--- src/asr_pkg.sv ---
package asr_pkg;

	localparam int ADDR_W = 14;
	localparam int WORDS  = 16384;

	localparam int CLK_NS = 20;

	// Slower speed grade timing, in ns
	localparam int T_RC_NS  = 45;
	localparam int T_WC_NS  = 45;
	localparam int T_CW_NS  = 40;
	localparam int T_AW_NS  = 40;
	localparam int T_WP_NS  = 25;
	localparam int T_DW_NS  = 25;
	localparam int DESELECT_BEFORE_RETENTION_NS = 30;

	// Least times round up to whole cycles
	localparam int RC_CYC  = (T_RC_NS + CLK_NS - 1) / CLK_NS;
	localparam int WC_CYC  = (T_WC_NS + CLK_NS - 1) / CLK_NS;
	localparam int CW_CYC  = (T_CW_NS + CLK_NS - 1) / CLK_NS;
	localparam int AW_CYC  = (T_AW_NS + CLK_NS - 1) / CLK_NS;
	localparam int WP_CYC  = (T_WP_NS + CLK_NS - 1) / CLK_NS;
	localparam int DW_CYC  = (T_DW_NS + CLK_NS - 1) / CLK_NS;
	localparam int CDR_CYC = (DESELECT_BEFORE_RETENTION_NS + CLK_NS - 1) / CLK_NS;

	localparam int WLOW_A   = (CW_CYC > AW_CYC) ? CW_CYC : AW_CYC;
	localparam int WLOW_B   = (WP_CYC > DW_CYC) ? WP_CYC : DW_CYC;
	localparam int WLOW_CYC = (WLOW_A > WLOW_B) ? WLOW_A : WLOW_B;
	localparam int WREC_CYC = (WC_CYC > WLOW_CYC) ? (WC_CYC - WLOW_CYC) : 1;

	// Read data passes a two-flop synchroniser before it is captured
	localparam int SYNC_CYC = 2;
	localparam int RD_CYC   = RC_CYC + SYNC_CYC;

	localparam int CNT_W = 3;

	typedef struct packed {
		logic              write;
		logic [ADDR_W-1:0] addr;
		logic              data;
	} asr_req_s;

	typedef struct packed {
		logic valid;
		logic data;
	} asr_rsp_s;

	typedef struct packed {
		logic              select_n;
		logic              write_en_n;
		logic [ADDR_W-1:0] addr;
		logic              data_in;
	} asr_pins_s;

	localparam asr_pins_s PINS_IDLE = '{select_n: 1'b1, write_en_n: 1'b1,
		addr: 14'h0000, data_in: 1'b0};

endpackage : asr_pkg

--- src/asr_host.sv ---
// Notes on behaviour
// RQ1: The RAM holds 16384 one-bit words, chosen by the 14 address lines.
// RQ2: Read with select low and write enable high; RAM drives addressed bit.
// RQ3: Read cycle at least 45 ns between address changes; data valid by then.
// RQ4: Data valid 45 ns after select falls with a stable address.
// RQ5: RAM holds old output at least 5 ns after an address change.
// RQ6: RAM output stays floating at least 5 ns after select falls.
// RQ7: RAM output floats within 30 ns after select rises.
// RQ8: RAM turn-off delay is shorter than turn-on, so shared outputs never fight.
// RQ9: RAM powers up on select, drops to standby within 30 ns after deselect.
// RQ10: Address is valid before or together with select falling for a read.
// RQ11: Write with select and write enable low; write cycle at least 45 ns.
// RQ12: Select low 40 ns before end of write; write enable low 25 ns.
// RQ13: Address stable 40 ns before end of write; zero setup and recovery.
// RQ14: Write data valid 25 ns before end of write, held 0 ns after.
// RQ15: RAM output floats within 25 ns of write enable falling.
// RQ16: RAM may drive output again right after a selected write ends.
// RQ17: Select rising with write enable leaves RAM output floating.
// RQ18: Deselect before supply drop; wait a read cycle after supply returns.
// RQ19: RAM stores the data input value present at the end of write.
module asr_host
	import asr_pkg::*;
(
	input  wire logic     clk_i,
	input  wire logic     sys_rst_i,
	input  wire logic     req_valid_i,
	input  asr_req_s      req_i,
	output logic          req_ready_o,
	output asr_rsp_s      rsp_o,
	input  wire logic     retain_req_i,
	output logic          retain_ok_o,
	input  wire logic     ram_dout_i,
	output asr_pins_s     pins_o
);

	typedef enum logic [2:0] {
		ST_IDLE    = 3'b000,
		ST_RD      = 3'b001,
		ST_WR_LOW  = 3'b010,
		ST_WR_REC  = 3'b011,
		ST_RETAIN  = 3'b100,
		ST_RECOVER = 3'b101
	} asr_state_e;

	localparam logic [CNT_W-1:0] RD_LAST   = CNT_W'(RD_CYC - 1);
	localparam logic [CNT_W-1:0] WLOW_LAST = CNT_W'(WLOW_CYC - 1);
	localparam logic [CNT_W-1:0] WREC_LAST = CNT_W'(WREC_CYC - 1);
	localparam logic [CNT_W-1:0] CDR_LAST  = CNT_W'(CDR_CYC - 1);
	localparam logic [CNT_W-1:0] RC_LAST   = CNT_W'(RC_CYC - 1);
	localparam logic [CNT_W-1:0] CNT_ONE   = CNT_W'(1);

	asr_state_e        state;
	asr_state_e        next_state;
	logic [CNT_W-1:0]  cnt;
	logic [CNT_W-1:0]  next_cnt;
	asr_pins_s         next_pins;
	asr_rsp_s          next_rsp;
	logic              next_ready;
	logic              next_retain_ok;
	logic              dout_sync;
	logic              take;

	// The RAM output is asynchronous to clk_i
	asr_sync u_dout_sync (
		.clk_i     (clk_i),
		.sys_rst_i (sys_rst_i),
		.async_i   (ram_dout_i),
		.sync_o    (dout_sync)
	);

	assign take = req_valid_i & req_ready_o;

	always_comb
	begin
		next_state     = state;
		next_cnt       = cnt + CNT_ONE;
		next_pins      = pins_o;
		next_ready     = 1'b0;
		unique case (state)
			ST_IDLE:
			begin
				next_cnt   = '0;
				next_ready = ~retain_req_i & ~take;
				if (retain_req_i && !take)
				begin
					// Select already high here, so standby is entered at once
					next_state     = ST_RETAIN; // see RQ18
					next_pins      = PINS_IDLE;
					next_pins.addr = pins_o.addr;
				end
				else if (take && req_i.write)
				begin
					// Address, data, select and write enable all move on one edge
					next_state          = ST_WR_LOW; // see RQ11
					next_pins.addr      = req_i.addr; // see RQ13
					next_pins.data_in   = req_i.data; // see RQ14
					next_pins.select_n  = 1'b0;
					next_pins.write_en_n = 1'b0;
				end
				else if (take)
				begin
					// Address set on the same edge that drops select
					next_state           = ST_RD; // see RQ10
					next_pins.addr       = req_i.addr; // see RQ1
					next_pins.select_n   = 1'b0; // see RQ2
					next_pins.write_en_n = 1'b1;
				end
			end
			ST_RD:
			begin
				// Hold address for the read cycle plus the synchroniser delay
				if (cnt == RD_LAST) // see RQ3
				begin
					next_state         = ST_IDLE;
					next_pins.select_n = 1'b1; // see RQ9
					next_ready         = ~retain_req_i;
				end
			end
			ST_WR_LOW:
			begin
				if (cnt == WLOW_LAST) // see RQ12
				begin
					// Both strobes rise together so the RAM output never turns on
					next_state           = ST_WR_REC;
					next_cnt             = '0;
					next_pins.select_n   = 1'b1; // see RQ17
					next_pins.write_en_n = 1'b1; // see RQ19
				end
			end
			ST_WR_REC:
			begin
				// Address and data held until the full write cycle has elapsed
				if (cnt == WREC_LAST) // see RQ11
				begin
					next_state = ST_IDLE;
					next_ready = ~retain_req_i;
				end
			end
			ST_RETAIN:
			begin
				if (!retain_req_i)
				begin
					next_state = ST_RECOVER;
					next_cnt   = '0;
				end
				else if (cnt >= CDR_LAST)
				begin
					// Count parks here so it cannot wrap while retention lasts
					next_cnt = cnt;
				end
			end
			ST_RECOVER:
			begin
				if (cnt == RC_LAST) // see RQ18
				begin
					next_state = ST_IDLE;
					next_ready = ~retain_req_i;
				end
			end
			default:
			begin
				next_state = ST_IDLE;
				next_cnt   = '0;
				next_pins  = PINS_IDLE;
			end
		endcase
	end

	always_ff @(posedge clk_i)
	begin
		if (sys_rst_i)
		begin
			state       <= ST_IDLE;
			cnt         <= '0;
			pins_o      <= PINS_IDLE;
			req_ready_o <= 1'b0;
		end
		else
		begin
			state       <= next_state;
			cnt         <= next_cnt;
			pins_o      <= next_pins;
			req_ready_o <= next_ready;
		end
	end

	// Answer group: the bit is taken on the last read count, after the sync has settled
	always_comb
	begin
		next_rsp = '{valid: 1'b0, data: rsp_o.data};
		if (state == ST_RD && cnt == RD_LAST)
		begin
			next_rsp = '{valid: 1'b1, data: dout_sync}; // see RQ4
		end
	end

	always_ff @(posedge clk_i)
	begin
		if (sys_rst_i)
		begin
			rsp_o <= '{valid: 1'b0, data: 1'b0};
		end
		else
		begin
			rsp_o <= next_rsp;
		end
	end

	// Supply may be lowered only after this flag rises; it drops as soon as the ask ends
	always_comb
	begin
		next_retain_ok = 1'b0;
		if (state == ST_RETAIN && retain_req_i && cnt >= CDR_LAST)
		begin
			next_retain_ok = 1'b1; // see RQ18
		end
	end

	always_ff @(posedge clk_i)
	begin
		if (sys_rst_i)
		begin
			retain_ok_o <= 1'b0;
		end
		else
		begin
			retain_ok_o <= next_retain_ok;
		end
	end

endmodule : asr_host

--- src/asr_sync.sv ---
module asr_sync
	import asr_pkg::*;
(
	input  wire logic clk_i,
	input  wire logic sys_rst_i,
	input  wire logic async_i,
	output logic      sync_o
);

	logic meta;
	logic next_meta;
	logic next_sync;

	always_comb
	begin
		next_meta = async_i;
		next_sync = meta;
	end

	always_ff @(posedge clk_i)
	begin
		if (sys_rst_i)
		begin
			meta   <= 1'b0;
			sync_o <= 1'b0;
		end
		else
		begin
			meta   <= next_meta;
			sync_o <= next_sync;
		end
	end

endmodule : asr_sync
--- config.mk ---
export PLATFORM = sky130hd
export DESIGN_NAME = asr_host
export DESIGN_NICKNAME = d
export VERILOG_FILES = /design/src/asr_pkg.sv /design/src/asr_host.sv /design/src/asr_sync.sv
export SDC_FILE = /design/constraint.sdc
export NUM_CORES = 1
export LEC_CHECK = 0
export BUFFER_PORTS_ARGS = -buffer_cell sky130_fd_sc_hd__buf_4
export CAP_MARGIN = 15
export CORE_ASPECT_RATIO = 1.5
export CORE_MARGIN = 4
export CORE_UTILIZATION = 54
export DETAILED_ROUTE_END_ITERATION = 10
export PLACE_DENSITY_LB_ADDON = 0.3
export SLEW_MARGIN = 20
export SYNTH_ARGS = -nofsm -noshare
export SYNTH_HDL_FRONTEND = slang
export SYNTH_SLANG_ARGS = --single-unit
--- constraint.sdc ---
create_clock -name clk_i -period 4.6 [get_ports clk_i]
set_input_delay 0.92 -clock clk_i [delete_from_list [all_inputs] [get_ports clk_i]]
set_output_delay 0.92 -clock clk_i [all_outputs]
set_load 0.01 [all_outputs]
==> results.py <==
metrics = {
    "synthesis": {
        "synth-main-ff-cell": "dfxtp_1",
        "synth_top_cell_area_share_pct": 41.7,
        "ys_seq_area_share_pct": 41.7,
        "synth_area_leaders": "dfxtp_1, a21oi_1, nand2_1",
        "synth_nets": 188,
        "ys_ff_latch": 29,
        "ys_warn_count": 0,
        "netlist-cell-type-count": 41,
        "netlist_area_um2": 1390,
        "syn_area_per_cell_um2": 8.55,
        "synthArstFlopShare_pct": 0,
        "synth_cells": 163,
        "synth-edff-count": 0,
        "yosysTopAreaCell": "dfxtp_1",
    },
    "timing": {
        "max-slew-margin-rel_pct": 54.0,
        "fmaxAchievable_mhz": 525,
        "min_period_ns": 1.90,
        "rsz0062_at_grt": "false",
        "slew_viol_final": 0,
        "hold_viol": 0,
        "post-route-period-util_pct": 41.4,
        "setup_tns_ns": 0,
        "fin_skew_ns": 0.00842,
        "setup_violations": 0,
        "worst_pin_slew_ns": 0.690,
    },
    "final_layout": {
        "n_antenna_cell": 0,
        "nets": 227,
        "syn_to_final_growth_pct": 24.8,
        "final_common_cell": "buf_4",
        "drive_above_1_share_pct": 29.6,
        "fin_area_um2": 1740,
        "mostFrequentLayoutCells": "buf_4, dfxtp_1, nand2_1, a21oi_1, nand3_1",
    },
    "placed_design": {
        "postPlaceCellArea_um2": 1670,
        "gp_congestion": 0.923,
        "placement.io_buffers": 41,
        "dpl.hpwl_mm": 2.36,
    },
    "critical_path": {
        "reg2reg_depth": 5,
        "end_kind": "flop",
        "crit_arrival_ns": 2.18,
        "critPathRequiredTime_ns": 4.88,
        "crit-reg2reg-launch": "state[2]$_SDFFE_PP0P_",
        "regToRegSetupSlack_ns": 2.70,
        "rr_endpoint": "pins_o[0]$_SDFFE_PP0P_",
        "crit_fanout": 16,
        "timing_worst_setup_path_type": "flop to flop",
        "start_kind": "flop",
    },
    "clock_tree": {
        "cts_setup_buffers": 0,
        "cts_tree": "built",
        "clock_path_buffers": 2,
        "holdBufCountCts": 0,
        "ctsRootBufferMaster": "clkbuf_4",
        "cts_made_buffers": 5,
        "clkLatencyLatePin_ns": 0.33,
        "cts.sinks": 29,
        "cts-resized-gates": 0,
        "htree_levels": 2,
        "path_clk_slew_ns": 0.09,
    },
    "status": {
        "outcome": "finished clean",
    },
    "detailed_routing": {
        "firstDrtPassIters": 4,
        "first_iter_violations": 59,
        "drc": 0,
        "ant_nets": 0,
        "wl_per_cell_um": 13.9,
        "dr_total_vias": 1305,
        "routed_wl_mm": 3.15,
        "via_per_inst": 5.75,
    },
    "pwr": {
        "p_leak_nw": 0.709,
        "ir_worst_vdd_uv": 238,
        "p_per_area_nw_per_um2": 361,
    },
    "flow_run": {
        "maxCapViolations": 0,
    },
    "die": {
        "die_h_um": 70.2,
        "initial_core_util_pct": 56.9,
        "die_area_um2": 3470,
        "die_w_um": 49.5,
        "io_pins": 42,
        "placementRows": 22,
        "coreArea_um2": 2450,
    },
    "global_route": {
        "grt_pass1_wl_mm": 5.49,
        "grt_max_degree": 30,
        "grt-ovfl-total": 0,
        "grt_pass1_vias": 1289,
        "grt_antenna_before_repair": 0,
        "track_usage_pct": 20.4,
    },
    "min_path": {
        "min_to": "u_dout_sync.sync_o$_SDFF_PP0_",
        "min_path_cells": 1,
        "hold_class": "flop to flop",
        "min_from": "u_dout_sync.meta$_SDFF_PP0_",
    },
}
[stage by stage]
stage                     utilization, %  hold WS, ns  setup slack [ns]  cells  total power [mW]
final                               71.0        0.450              2.70    227             0.628
after global routing                71.0        0.472              2.54    227             0.669
after CTS                           71.0        0.454              2.70    227             0.634
after detailed placement            68.1        0.431              2.47    219             0.459
after global placement              68.1        0.430              2.52    219             0.451
after floorplan                        -        0.414              2.83    163             0.420
[cell families (layout without fill, tap and decap cells)]
family / after synthesis / count (layout) / share of synthesized area (%)
simple gates: 75 / 75 / 27.5
compound gates: 41 / 41 / 21.0
flops: 29 / 29 / 41.7
buf+inv: 13 / 53 / 5.57
fa+ha+maj: 4 / 4 / 3.59
mux: 1 / 1 / 0.718
[cell usage after synthesis (2+ instances only)]
cell,instances
dfxtp_1,29
nand2_1,25
a21oi_1,21
nand3_1,18
nor2_1,10
ha_1,4
inv_1,4
nor3_1,4
buf_6,3
o21ai_0,3
a211oi_2,2
a21o_1,2
and3_1,2
buf_2,2
clkbuf_1,2
nand2_2,2
nand2b_1,2
nor2b_1,2
nor3_4,2
o21bai_1,2
or3_1,2
[registers in the layout, summed over array words and instances (netlist names)]
signal / count
rsp_o: 2
u_dout_sync.sync_o: 1
state: 3
req_ready_o: 1
u_dout_sync.meta: 1
pins_o: 17
cnt: 3
retain_ok_o: 1
[worst max path at each step]
stage / start / end / slack, ns / depth (start not counted)
floorplan: req_valid_i / pins_o[15]$_SDFFE_PP1P_ / 2.83 / 5
global placement: req_valid_i / pins_o[0]$_SDFFE_PP0P_ / 2.52 / 6
detailed placement: req_valid_i / pins_o[0]$_SDFFE_PP0P_ / 2.47 / 6
CTS: req_ready_o$_SDFF_PP0_ / req_ready_o / 2.70 / 1
global route: state[2]$_SDFFE_PP0P_ / pins_o[0]$_SDFFE_PP0P_ / 2.54 / 5
finish: state[2]$_SDFFE_PP0P_ / pins_o[0]$_SDFFE_PP0P_ / 2.70 / 5
[cell type report]
type | instances | area, um^2
Clock buffer | 7 | 65.1
Fill cell | 201 | 711
Sequential cell | 29 | 581
Inverter | 4 | 15.0
Timing Repair Buffer | 41 | 308
Tap cell | 24 | 30.0
Clock inverter | 1 | 5.00
Multi-Input combinational cell | 121 | 736
[worst max-delay path, cell delays in order, from the launching register on]
cell	delay (ns)
dfxtp_1	0.47
or3_1	0.46
a21oi_2	0.54
a22o_1	0.23
a32oi_1	0.05
nor2_1	0.11
[per-layer routing]
metal / track usage, % / share of wire [%] / up-vias
li1: - / - / 649
met1: 20.0 / 37 / 591
met2: 35.8 / 53 / 54
met3: 7.46 / 7.5 / 11
met4: 11.7 / 3.0 / 0
met5: 0 / 0 / -
[where the power goes]
group / switching, mW / internal [mW]
Combinational: 0.0891 / 0.0688
Clock: 0.0873 / 0.0884
Sequential: 0.0286 / 0.266
Total: 0.205 / 0.423
No activity file was read; power rests on OpenSTA's default activity.
